`config.mk`:
```
export PLATFORM = sky130hd
export DESIGN_NAME = isoio_port_decoder
export DESIGN_NICKNAME = d
export VERILOG_FILES = /design/src/rtl/isoio_pkg.sv /design/src/rtl/isoio_port_decoder.sv /design/src/rtl/isoio_in_sync.sv
export SDC_FILE = /design/constraint.sdc
export NUM_CORES = 1
export LEC_CHECK = 0
export ABC_AREA = 1
export ABC_CLOCK_PERIOD_IN_PS = 1300
export BUFFER_PORTS_ARGS = -buffer_cell sky130_fd_sc_hd__buf_4
export CAP_MARGIN = 20
export CELL_PAD_IN_SITES_DETAIL_PLACEMENT = 1
export CELL_PAD_IN_SITES_GLOBAL_PLACEMENT = 1
export CORE_MARGIN = 2
export CORE_UTILIZATION = 30
export CTS_BUF_LIST = sky130_fd_sc_hd__clkbuf_8
export DETAILED_ROUTE_END_ITERATION = 10
export GPL_TIMING_DRIVEN = 1
export PLACE_DENSITY_LB_ADDON = 0.05
export SLEW_MARGIN = 20
export SYNTH_ARGS = -nofsm -noshare
export SYNTH_HDL_FRONTEND = slang
export SYNTH_HIERARCHICAL = 1
export SYNTH_SLANG_ARGS = --single-unit
```
`constraint.sdc`:
```
create_clock -name core_clk_in -period 1.3 [get_ports core_clk_in]
set_input_delay 0.065 -clock core_clk_in [delete_from_list [all_inputs] [get_ports core_clk_in]]
set_output_delay 0.065 -clock core_clk_in [all_outputs]
set_load 0.05 [all_outputs]
```
`src/rtl/isoio_pkg.sv`:
```
// Purpose: Shared constants for the isolated I/O port decoder
// Assumes: Byte-wide host I/O bus, ten address lines
// Notes:   Offsets are the low two address bits
package isoio_pkg;
  localparam int        ISOIO_DATA_W     = 8;
  localparam int        ISOIO_ADDR_W     = 10;
  localparam int        ISOIO_SEL_W      = 2;
  localparam int        ISOIO_BASE_LSB   = 2;
  localparam int        ISOIO_BASE_MSB   = 9;
  localparam logic [1:0] ISOIO_OFS_RELAY  = 2'h0;
  localparam logic [1:0] ISOIO_OFS_INPUT  = 2'h1;
  localparam logic [1:0] ISOIO_OFS_IRQ    = 2'h2;
  localparam logic [1:0] ISOIO_OFS_FILTER = 2'h3;
  localparam logic [7:0] ISOIO_RELAY_RST  = 8'h00;
  localparam logic [7:0] ISOIO_ZERO_BYTE  = 8'h00;
  localparam logic [7:0] ISOIO_SW_DEFAULT = 8'h3f;
endpackage : isoio_pkg

```
`src/rtl/isoio_port_decoder.sv`:
```
// Purpose: Host bus control logic for an eight-input, eight-relay I/O card
// Assumes: Host strobes synchronous to core_clk_in, one cycle per access
// Notes:   Relay, enable, pending and filter flags clear at reset
`timescale 1ns/1ps
module isoio_port_decoder
  import isoio_pkg::*;
#(
  parameter int NUM_IO = ISOIO_DATA_W
) (
  input  wire logic                    core_clk_in,
  input  wire logic                    reset_in,
  input  wire logic [ISOIO_ADDR_W-1:0] addr_in,
  input  wire logic                    io_rd_in,
  input  wire logic                    io_wr_in,
  input  wire logic [NUM_IO-1:0]       data_in,
  output logic      [NUM_IO-1:0]       data_out,
  output logic                         data_oe_out,
  input  wire logic [7:0]              address_select_switches_in,
  input  wire logic [NUM_IO-1:0]       filter_select_switches_in,
  input  wire logic [NUM_IO-1:0]       input_bit_in,
  input  wire logic                    irq_jumper_in,
  output logic      [NUM_IO-1:0]       relay_bit_out,
  output logic      [NUM_IO-1:0]       filter_on_out,
  output logic                         irq_out,
  output logic                         irq_enable_out
);

  ////////////////////////////////////////////////////////////////////////////
  // Address decode
  // Switch ON reads as 1 here and asks for address 0
  function automatic logic isoio_hit(input logic [ISOIO_ADDR_W-1:0] a,
                                     input logic [7:0]              sw);
    return a[ISOIO_BASE_MSB:ISOIO_BASE_LSB] == ~sw;
  endfunction : isoio_hit

  logic                   hit;
  logic [ISOIO_SEL_W-1:0] sel;
  logic                   rd_hit;
  logic                   wr_hit;
  logic [NUM_IO-1:0]      in_sync;
  logic                   in_change;
  logic                   filter_flag;
  logic                   irq_pending;

  assign hit    = isoio_hit(addr_in, address_select_switches_in);
  assign sel    = addr_in[ISOIO_SEL_W-1:0];
  assign rd_hit = hit && io_rd_in;
  assign wr_hit = hit && io_wr_in && !io_rd_in;

  ////////////////////////////////////////////////////////////////////////////
  // Input synchroniser and change detector
  isoio_in_sync #(.WIDTH(NUM_IO)) i_isoio_in_sync (
    .core_clk_in (core_clk_in),
    .reset_in    (reset_in),
    .level_in    (input_bit_in),
    .level_out   (in_sync),
    .change_out  (in_change)
  );

  ////////////////////////////////////////////////////////////////////////////
  // Relay drive latch
  always_ff @(posedge core_clk_in) begin
    if (reset_in) begin
      relay_bit_out <= ISOIO_RELAY_RST;
    end else if (wr_hit && sel == ISOIO_OFS_RELAY) begin
      relay_bit_out <= data_in;
    end
  end

  ////////////////////////////////////////////////////////////////////////////
  // Read data, registered one cycle after the strobe
  always_ff @(posedge core_clk_in) begin
    if (reset_in) begin
      data_out    <= ISOIO_ZERO_BYTE;
      data_oe_out <= 1'b0;
    end else begin
      data_oe_out <= rd_hit;
      if (rd_hit) begin
        case (sel)
          ISOIO_OFS_RELAY: data_out <= relay_bit_out;
          ISOIO_OFS_INPUT: data_out <= in_sync;
          default:         data_out <= ISOIO_ZERO_BYTE;
        endcase
      end else begin
        data_out <= ISOIO_ZERO_BYTE;
      end
    end
  end

  ////////////////////////////////////////////////////////////////////////////
  // Interrupt enable
  always_ff @(posedge core_clk_in) begin
    if (reset_in) begin
      irq_enable_out <= 1'b0;
    end else if (rd_hit && sel == ISOIO_OFS_IRQ) begin
      irq_enable_out <= 1'b1;
    end else if (wr_hit && sel == ISOIO_OFS_IRQ) begin
      irq_enable_out <= 1'b0;
    end
  end

  // Pending flag: a change in the clear cycle wins
  always_ff @(posedge core_clk_in) begin
    if (reset_in) begin
      irq_pending <= 1'b0;
    end else if (irq_enable_out && in_change) begin
      irq_pending <= 1'b1;
    end else if (wr_hit && sel == ISOIO_OFS_INPUT) begin
      irq_pending <= 1'b0;
    end else if (!irq_enable_out) begin
      irq_pending <= 1'b0;
    end
  end

  always_ff @(posedge core_clk_in) begin
    if (reset_in) begin
      irq_out <= 1'b0;
    end else begin
      irq_out <= irq_pending && irq_enable_out && irq_jumper_in;
    end
  end

  ////////////////////////////////////////////////////////////////////////////
  // Global filter flag and per-channel filter select
  always_ff @(posedge core_clk_in) begin
    if (reset_in) begin
      filter_flag <= 1'b0;
    end else if (rd_hit && sel == ISOIO_OFS_FILTER) begin
      filter_flag <= 1'b1;
    end else if (wr_hit && sel == ISOIO_OFS_FILTER) begin
      filter_flag <= 1'b0;
    end
  end

  genvar g;
  generate
    for (g = 0; g < NUM_IO; g++) begin : g_filt
      always_ff @(posedge core_clk_in) begin
        if (reset_in) begin
          filter_on_out[g] <= 1'b0;
        end else begin
          filter_on_out[g] <= filter_select_switches_in[g] || filter_flag;
        end
      end
    end
  endgenerate
endmodule : isoio_port_decoder

```
`src/rtl/isoio_in_sync.sv`:
```
// Purpose: Two-stage synchroniser and change detector for input levels
// Assumes: Inputs are asynchronous isolated levels
// Notes:   First stage feeds only the second stage
`timescale 1ns/1ps
module isoio_in_sync
  import isoio_pkg::*;
#(
  parameter int WIDTH = ISOIO_DATA_W
) (
  input  wire logic             core_clk_in,
  input  wire logic             reset_in,
  input  wire logic [WIDTH-1:0] level_in,
  output logic      [WIDTH-1:0] level_out,
  output logic                  change_out
);
  logic [WIDTH-1:0] meta;
  logic [WIDTH-1:0] prev;
  logic             primed;

  always_ff @(posedge core_clk_in) begin
    if (reset_in) begin
      meta      <= '0;
      level_out <= '0;
    end else begin
      meta      <= level_in;
      level_out <= meta;
    end
  end

  // Previous sample; first sample after reset is not a change
  always_ff @(posedge core_clk_in) begin
    if (reset_in) begin
      prev       <= '0;
      primed     <= 1'b0;
      change_out <= 1'b0;
    end else begin
      prev       <= level_out;
      primed     <= 1'b1;
      change_out <= primed && (prev != level_out);
    end
  end
endmodule : isoio_in_sync

```
Word-level counts from Yosys, hierarchy flattened. Index checks and enable logic that the tools add are counted.

Bits in registers: 55. Input port bits: 47. Output and inout port bits: 27. Word-level logic and storage cells: 63.

Equality and inequality tests: 6. Muxes and demuxes: 9. Bitwise operators: 2. Reductions and logical operators: 26.

Operators with widths (number): 8-bit case mux with 2 select lines (1); 1-bit logical AND (13); 8-bit equality test (1); 1-bit logical OR (8); 1-bit 2-to-1 mux (8); 8-bit inequality test (1); 8-bit NOT (1); 2-bit equality test, second input constant (2); 2-bit nonzero test (2); 3-bit by 1-bit inequality test with 1-bit output, second input constant (1); 2-bit by 1-bit equality test with 1-bit output, second input constant (1); 2-bit zero test (1); 2-bit OR reduction (1); 1-bit zero test (1); 1-bit NOT (1).

Logic depth before layout (Yosys ltp). Gate-level depths: netlist of run 1.

Depth in word-level cells: 7. Mapped depth: 10.

By module. The synthesis of run 1 kept the hierarchy.

By module, submodules not included: isoio_port_decoder (area an instance 1288.7 µm², seq. area each 580.6 µm², times used 1, cells each 191); isoio_in_sync (area an instance 873.3 µm², seq. area each 520.5 µm², times used 1, cells each 119).

Least setup slack after synthesis of run 1. No wires, ideal clock.

Kind: reg-to-reg. From: register relay_bit_out[0]. To: register data_out[0]. Slack: 246 ps. Cell stages (with the launch flop): 5. Arrival: 990 ps. Cells stage by stage: dfxtp_1 -> inv_1 -> o21ai_0 -> inv_1 -> nor2_1.

Word-level cells in the longest chain between the ends: 1.

Ends and longest elaborated chain: from (decl) (RTL line isoio_port_decoder.sv:22) `output logic [NUM_IO-1:0] relay_bit_out,`; from (signal assigned) (RTL line isoio_port_decoder.sv:66) `relay_bit_out <= data_in;`; 8-bit case mux with 2 select lines (RTL line isoio_port_decoder.sv:79) `case (sel)`; to (signal assigned) (RTL line isoio_port_decoder.sv:80) `ISOIO_OFS_RELAY: data_out <= relay_bit_out;`; to (signal assigned) (RTL line isoio_port_decoder.sv:81) `ISOIO_OFS_INPUT: data_out <= in_sync;`; to (decl) (RTL line isoio_port_decoder.sv:16) `output logic [NUM_IO-1:0] data_out,`.

Every way passes these cells. A chain may end at the register's enable or synchronous reset.

Final worst setup path of run 1.
From: register i_isoio_in_sync.level_out[2]. To: register i_isoio_in_sync.change_out.

Word-level cells in the longest chain between the ends: 2.

Ends and longest elaborated chain: from (decl) (RTL line isoio_in_sync.sv:13) `output logic [WIDTH-1:0] level_out,`; from (signal assigned) (RTL line isoio_in_sync.sv:26) `level_out <= meta;`; 8-bit inequality test (RTL line isoio_in_sync.sv:39) `change_out <= primed && (prev != level_out);`; 1-bit logical AND (RTL line isoio_in_sync.sv:39); to (signal assigned) (RTL line isoio_in_sync.sv:39); to (decl) (RTL line isoio_in_sync.sv:14) `output logic change_out`.

Every way passes these cells.

==> results of run 1 <==
[synthesized netlist by cell type]
| master | n | share of area (%) |
|---|---|---|
| nor2_1 | 80 | 14 |
| nand2_1 | 74 | 13 |
| inv_1 | 67 | 12 |
| dfxtp_1 | 55 | 51 |
| o21ai_0 | 8 | 1.9 |
| buf_2 | 3 | 0.69 |
| nand3_1 | 3 | 0.69 |
| nor2_2 | 3 | 0.87 |
| and3_1 | 2 | 0.58 |
| clkbuf_1 | 2 | 0.35 |
| nand2_2 | 2 | 0.58 |
| nand4_1 | 2 | 0.58 |
| nor2_4 | 2 | 1.0 |
| a21oi_1 | 1 | 0.23 |
| and2_2 | 1 | 0.35 |
| and3_2 | 1 | 0.35 |
| buf_6 | 1 | 0.52 |
| clkbuf_8 | 1 | 0.64 |
| nand4_4 | 1 | 0.98 |
| xor2_1 | 1 | 0.41 |
[metrics by stage]
step	power (mW)	instances	util, %
after detailed placement	2.150	476	40.95
after global placement	2.140	476	40.95
after floorplan	1.976	310	-
after global routing	3.279	509	45.88
final	3.107	509	45.88
after CTS	3.165	509	45.88
[registers in the layout, summed over array words and instances (netlist names)]
register                    cells
data_oe_out                     1
data_out                        8
filter_flag                     1
filter_on_out                   8
i_isoio_in_sync/change_out      1
i_isoio_in_sync/level_out       8
i_isoio_in_sync/meta            8
i_isoio_in_sync/prev            8
i_isoio_in_sync/primed          1
irq_enable_out                  1
irq_out                         1
irq_pending                     1
relay_bit_out                   8
[cell families after synthesis]
logic type	Yosys count	synth area share, %
flip-flops	55	50.93
AND/OR/NAND/NOR	171	32.75
XOR/XNOR	1	0.4052
buffers and inverters	74	13.83
AO/OA/AOI/OAI	9	2.083
[power by group through the flow]
stage	sequential, mW	clock, mW	combinational [mW]
floorplan	1.83	0	0.144
global placement	1.79	0	0.351
detailed placement	1.79	0	0.359
CTS	1.75	0.993	0.421
global route	1.76	1.06	0.464
finish	1.75	0.941	0.415
[layer usage]
| metal | up-vias | GRT usage (%) | wire (um) |
|---|---|---|---|
| met5 | - | 0 | 0 |
| met4 | 0 | 3.719 | 35 |
| met3 | 4 | 3.601 | 234 |
| met2 | 42 | 26.32 | 2638 |
| met1 | 908 | 16.79 | 2327 |
| li1 | 1081 | - | - |
[final cells by class]
type                       count  area (sq um)  share of cell area, %
timing repair buffer         102         828.3                  26.28
multi-input combinational    181         762.0                  24.18
sequential                    55          1101                  34.93
inverter                      67         251.5                  7.979
tap                           96         120.1                  3.811
clock inverter                 3         20.02                 0.6352
clock buffer                   5         68.82                  2.183
[timing repair]
item,4_1_cts,5_1_grt
resized for setup,0,0
hold endpoints to repair,25,0
buffers inserted,0,0
endpoints found under the setup margin,0,0
hold buffers,25,0
[critical path: cells and delay by family (launching register included)]
family | cells | cell delay [ns]
DFF | 1 | 0.37
buffers and inverters | 1 | 0.07
and+or+nand+nor | 6 | 0.46
[cell usage in the layout, fill, tap and decap left out, drive strengths merged]
master	n
clkinvlp	1
inv	69
a21oi	1
xor2	1
nand3	3
buf	77
and3	3
nand2	76
dfxtp	55
nor2	85
o21ai	8
clkbuf	5
and2	1
nand4	3
dlygate4sd3	25
[worst min path at each step]
stage               cells past startpoint  slack, ns                 endpoint       startpoint
finish                                  2       0.02              filter_flag         reset_in
detailed placement                      3       0.27  i_isoio_in_sync/meta[6]  input_bit_in[6]
CTS                                     2       0.01         filter_on_out[1]         reset_in
floorplan                               2       0.17  i_isoio_in_sync/meta[0]  input_bit_in[0]
global route                            2       0.02         filter_on_out[4]         reset_in
global placement                        3       0.26  i_isoio_in_sync/meta[2]  input_bit_in[2]
==> run_results.csv, run 1 <==
group,metric,value,unit
setup_path,r2r-end,"i_isoio_in_sync/change_out",
run_status,run_status,"finished, final reports clean",
setup_path,ff2ff_setup_slack,0.31,ns
sta,whs,0.01554,ns
sta,setup_ws,0.3057,ns
clocking,cts_root_buf,"clkbuf_8",
worst_hold_path,hold_path_class,"in -> reg",
die,die_area,7902,sq um
pwr,powerDensity,985.6,nW/um^2
sta,finalMaxSlewViolations,0,
yosys,postSynthCellCount,310,
final_layout,n_fill_cell,885,
clocking,cts_tree,"done",
clocking,path_clk_slew,0.11,ns
setup_path,worstSetupEndpointType,"register",
detailed_routing,wirelength,5236,um
setup_path,critPathArrivalTime,1.22,ns
placed_design,place_congestion,0.7288,
detailed_routing,via_per_inst,3.998,
detailed_routing,dr.pass1.iters,4,
setup_path,cp.required,1.53,ns
pwr,power.internal,2.324,mW
setup_path,path_class,"reg -> reg",
sta,max_clock_freq,1006,MHz
sta,hold_viol,0,
setup_path,cp-start-kind,"register",
yosys,syn_nets,357,
setup_path,startpoint,"i_isoio_in_sync/level_out[2]",
global_routing,track_usage,14.42,%
setup_path,slowest_delay,0.37,ns
detailed_routing,drc,0,
global_routing,grt_pass1_vias,2061,
detailed_routing,antenna_left,0,
die,core_area,6869,sq um
pwr,power.share.clock,30.3,%
clocking,numCtsBuffers,5,
clocking,htreeDepth,2,
pwr,power_frac_comb,13.4,%
sta,maxSlewHeadroom,80.47,%
sta,finalCriticalPeriod,0.9943,ns
sta,tns,0,ns
yosys,synth.distinct_cells,20,
setup_path,cp-endpoint,"i_isoio_in_sync/change_out",
die,die_w,88.90,um
sta,rsz0062_at_grt,"false",
global_routing,grt_pass1_wl,8832,um
placed_design,place_area,2813,sq um
die,ios,74,
yosys,yosysWarnings,6,
global_routing,grt_antenna_before_repair,0,
pwr,peakVddDrop,0.0005426,V
yosys,syn_area,2162,sq um
setup_path,slowest_stage,"dfxtp_1",
setup_path,r2r_cells,7,
global_routing,grt_max_degree,26,
final_layout,drive_gt1_share,22.76,%
detailed_routing,routed-via-count,2035,
detailed_routing,wl_per_cell,10.29,um
detailed_routing,initialDrtViolationCount,32,
clocking,cts.sink_count,55,
die,die_y,88.90,um
final_layout,syn_to_final_growth,45.78,%
pwr,swShare,25.18,%
final_layout,final_nets,459,
clocking,clkLatencyLatePin,0.31,ns
pwr,pwr-share-seq,56.4,%
run,drv_cap,0,
sta,clock_skew,0.01394,ns
setup_path,critical_path.max_fanout,3,
pwr,p_leak,1.627,nW
yosys,syn_avg_cell_area,6.974,sq um
sta,period_share,76.49,%
die,num_rows,30,
setup_path,crit_chain,"inv_1 > nand2_1 > nand2_1 > nor2_1 > nand2_1 > nor2_1 > nor2_1",
sta,worst_pin_slew,0.2925,ns
placed_design,place.detailed.hpwl,3968,um
setup_path,r2r-start,"i_isoio_in_sync/level_out[2]",
yosys,yosysSeqAreaShare,50.93,%
pwr,switchingPower,0.7821,mW
sta,setup_viol,0,
placed_design,dpl_worst_slack,0.08109,ns
clocking,cts_buffer_depth,2,
final_layout,finish.instance_area,3152,sq um
placed_design,io_buffer_count,73,
yosys,yosys_register_bits,55,
global_routing,grt-ovfl-total,0,
die,start_util,31.48,%
final_layout,antenna_cells,0,
(Power assumes the default switching activity.)
==> inputs of run 2 (changes only) <==
--- a/config.mk
+++ b/config.mk
@@ -6,7 +6,7 @@
 export NUM_CORES = 1
 export LEC_CHECK = 0
 export ABC_AREA = 1
-export ABC_CLOCK_PERIOD_IN_PS = 1300
+export ABC_CLOCK_PERIOD_IN_PS = 900
 export BUFFER_PORTS_ARGS = -buffer_cell sky130_fd_sc_hd__buf_4
 export CAP_MARGIN = 20
 export CELL_PAD_IN_SITES_DETAIL_PLACEMENT = 1
==> constraint.sdc (replaced) <==
create_clock -name core_clk_in -period 0.9 [get_ports core_clk_in]
set_input_delay 0.045 -clock core_clk_in [delete_from_list [all_inputs] [get_ports core_clk_in]]
set_output_delay 0.045 -clock core_clk_in [all_outputs]
set_load 0.05 [all_outputs]
==> run 2 against run 1 <==
Against the previous run: critical path depth is the same; cell area grew 15%; via count grew 8.8%; fmax grew 8.7%; flip-flop and latch count is the same; die area is the same; final cell count grew 4.5%; clock skew shrank 0.0090 ns; critical endpoint unchanged; the run now ends with setup timing left; sequential share of layout area shrank 3.8 points; largest cell class unchanged; first-iteration DRC count grew 84%.
==> run_results.csv, run 2 (synthesis results as in run 1) <==
group,metric,value,unit
run_status,run_status,"finished, violations left",
setup_path,critical_path.max_fanout,3,
sta,whs,0.05792,ns
detailed_routing,via_per_inst,4.164,
sta,rsz0062_at_grt,"true",
sta,clock_skew,0.004918,ns
final_layout,finish.instance_area,3618,sq um
setup_path,ff2ff_setup_slack,-0.01,ns
sta,tns,-0.02011,ns
pwr,totalPowerFinal,4.889,mW
setup_path,critPathArrivalTime,1.12,ns
final_layout,final_cells,532,
detailed_routing,routed-via-count,2215,
pwr,peakVddDrop,0.0006147,V
global_routing,top_usage_layer,"met2",
clocking,cts_root_buf,"clkbuf_8",
detailed_routing,wirelength,6142,um
die,core_area,6869,sq um
setup_path,cp-start-kind,"register",
detailed_routing,drc,0,
die,num_rows,30,
final_layout,syn_to_final_growth,67.36,%
global_routing,grt_pass1_vias,2174,
detailed_routing,wl_per_cell,11.55,um
global_routing,grt-ovfl-total,0,
placed_design,place_congestion,0.7266,
final_layout,drive_gt1_share,41.51,%
sta,setup_ws,-0.01467,ns
sta,finalMaxSlewViolations,0,
placed_design,place_area,2949,sq um
global_routing,grt_pass1_wl,9315,um
setup_path,r2r-end,"i_isoio_in_sync/change_out",
global_routing,grt_antenna_before_repair,0,
sta,worst_pin_slew,0.3322,ns
clocking,cts.sink_count,55,
pwr,powerDensity,1351,nW/um^2
clocking,cts_tree,"done",
sta,setup_viol,3,
die,die_y,88.90,um
final_layout,utilization,52.68,%
setup_path,path_class,"reg -> reg",
clocking,clkLatencyLatePin,0.30,ns
pwr,p_leak,1.800,nW
clocking,cts_buffer_depth,2,
detailed_routing,initialDrtViolationCount,59,
clocking,numCtsBuffers,5,
clocking,path_clk_slew,0.10,ns
placed_design,place.detailed.hpwl,4251,um
setup_path,cp.required,1.11,ns
run,drv_cap,0,
global_routing,met2_usage,28.22,%
run_status,violations,"setup timing",
global_routing,grt_max_degree,20,
global_routing,grt_use_met3,3.416,%
setup_path,r2r-start,"i_isoio_in_sync/level_out[2]",
clocking,htreeDepth,2,
placed_design,placedCellCount,490,
sta,maxSlewHeadroom,77.83,%
die,die_area,7902,sq um
setup_path,cp-endpoint,"i_isoio_in_sync/change_out",
final_layout,final_nets,483,
setup_path,worstSetupEndpointType,"register",
die,start_util,31.48,%
setup_path,startpoint,"i_isoio_in_sync/level_out[2]",
sta,hold_viol,0,
detailed_routing,antenna_left,0,
setup_path,r2r_cells,7,
final_layout,layout_common_cells,"buf_4 (77), nor2_1 (64), inv_1 (57), nand2_1 (56), dfxtp_1 (36)",
global_routing,met1_usage,17.30,%
global_routing,track_usage,14.92,%
placed_design,io_buffer_count,73,
sta,period_share,101.6,%
worst_hold_path,hold_depth,4,
die,die_w,88.90,um
die,ios,74,
final_layout,antenna_cells,0,
placed_design,dpl_worst_slack,-0.3257,ns
final_layout,final_common_cell,"buf_4",
worst_hold_path,hold_path_class,"in -> reg",
sta,finalCriticalPeriod,0.9147,ns
sta,max_clock_freq,1093,MHz
detailed_routing,dr.pass1.iters,4,
## run 2: cell types whose count changed in the layout (fill, tap and decap cells not counted), moves of 13 or more
cell     before  now
buf_6         0   20
nand2_2       2   15
nor2_2        3   16
dfxtp_1      55   36
nor2_1       80   64
dfxtp_2       0   19
nand2_1      74   56
## run 2: how the worst min path moves through the flow
| stage | from | end | slack [ns] |
|---|---|---|---|
| finish | reset_in | irq_pending | 0.06 |
| CTS | reset_in | irq_enable_out | 0.06 |
| global route | reset_in | irq_enable_out | 0.08 |
| detailed placement | input_bit_in[1] | i_isoio_in_sync/meta[1] | 0.26 |
| global placement | input_bit_in[2] | i_isoio_in_sync/meta[2] | 0.25 |
| floorplan | input_bit_in[0] | i_isoio_in_sync/meta[0] | 0.15 |
## run 2: area by class of cell
| class | count | area [sq um] |
|---|---|---|
| clock buffers | 5 | 68.82 |
| clock inverters | 2 | 37.54 |
| fillers | 849 | 3251 |
| inverters | 67 | 251.5 |
| multi-input cells | 183 | 932.1 |
| flip-flops and latches | 55 | 1125 |
| well taps | 96 | 120.1 |
| repair buffers | 124 | 1084 |
## run 2: worst max-delay path, stage by stage (launching register included)
cell and delay [ns]:
dfxtp_2 0.36, inv_2 0.04, nand2_1 0.04, nand2_1 0.05, nor2_1 0.12, nand2_1 0.10
nor2_2 0.08, nor2_1 0.04
## run 2: where the power goes
part | total (mW) | switching (mW) | internal [mW]
logic | 0.751 | 0.363 | 0.388
clock network | 1.61 | 0.791 | 0.815
registers | 2.53 | 0.0293 | 2.50
## run 2: timing repair
item                       4_1_cts  5_1_grt
setup buffers                    1        8
gates cloned                     0        2
hold endpoints to repair        25        0
setup endpoints to repair        3       31
pin swaps                        4       25
gates resized for setup         11       74
hold buffers                    25        0
## run 2: per-layer routing
layer,share of wire [%],routed length (um),up-vias
met3,5.1,311,4
met5,0,0,-
met4,0.49,30,0
met2,53,3249,43
met1,42,2551,1027
li1,-,-,1141
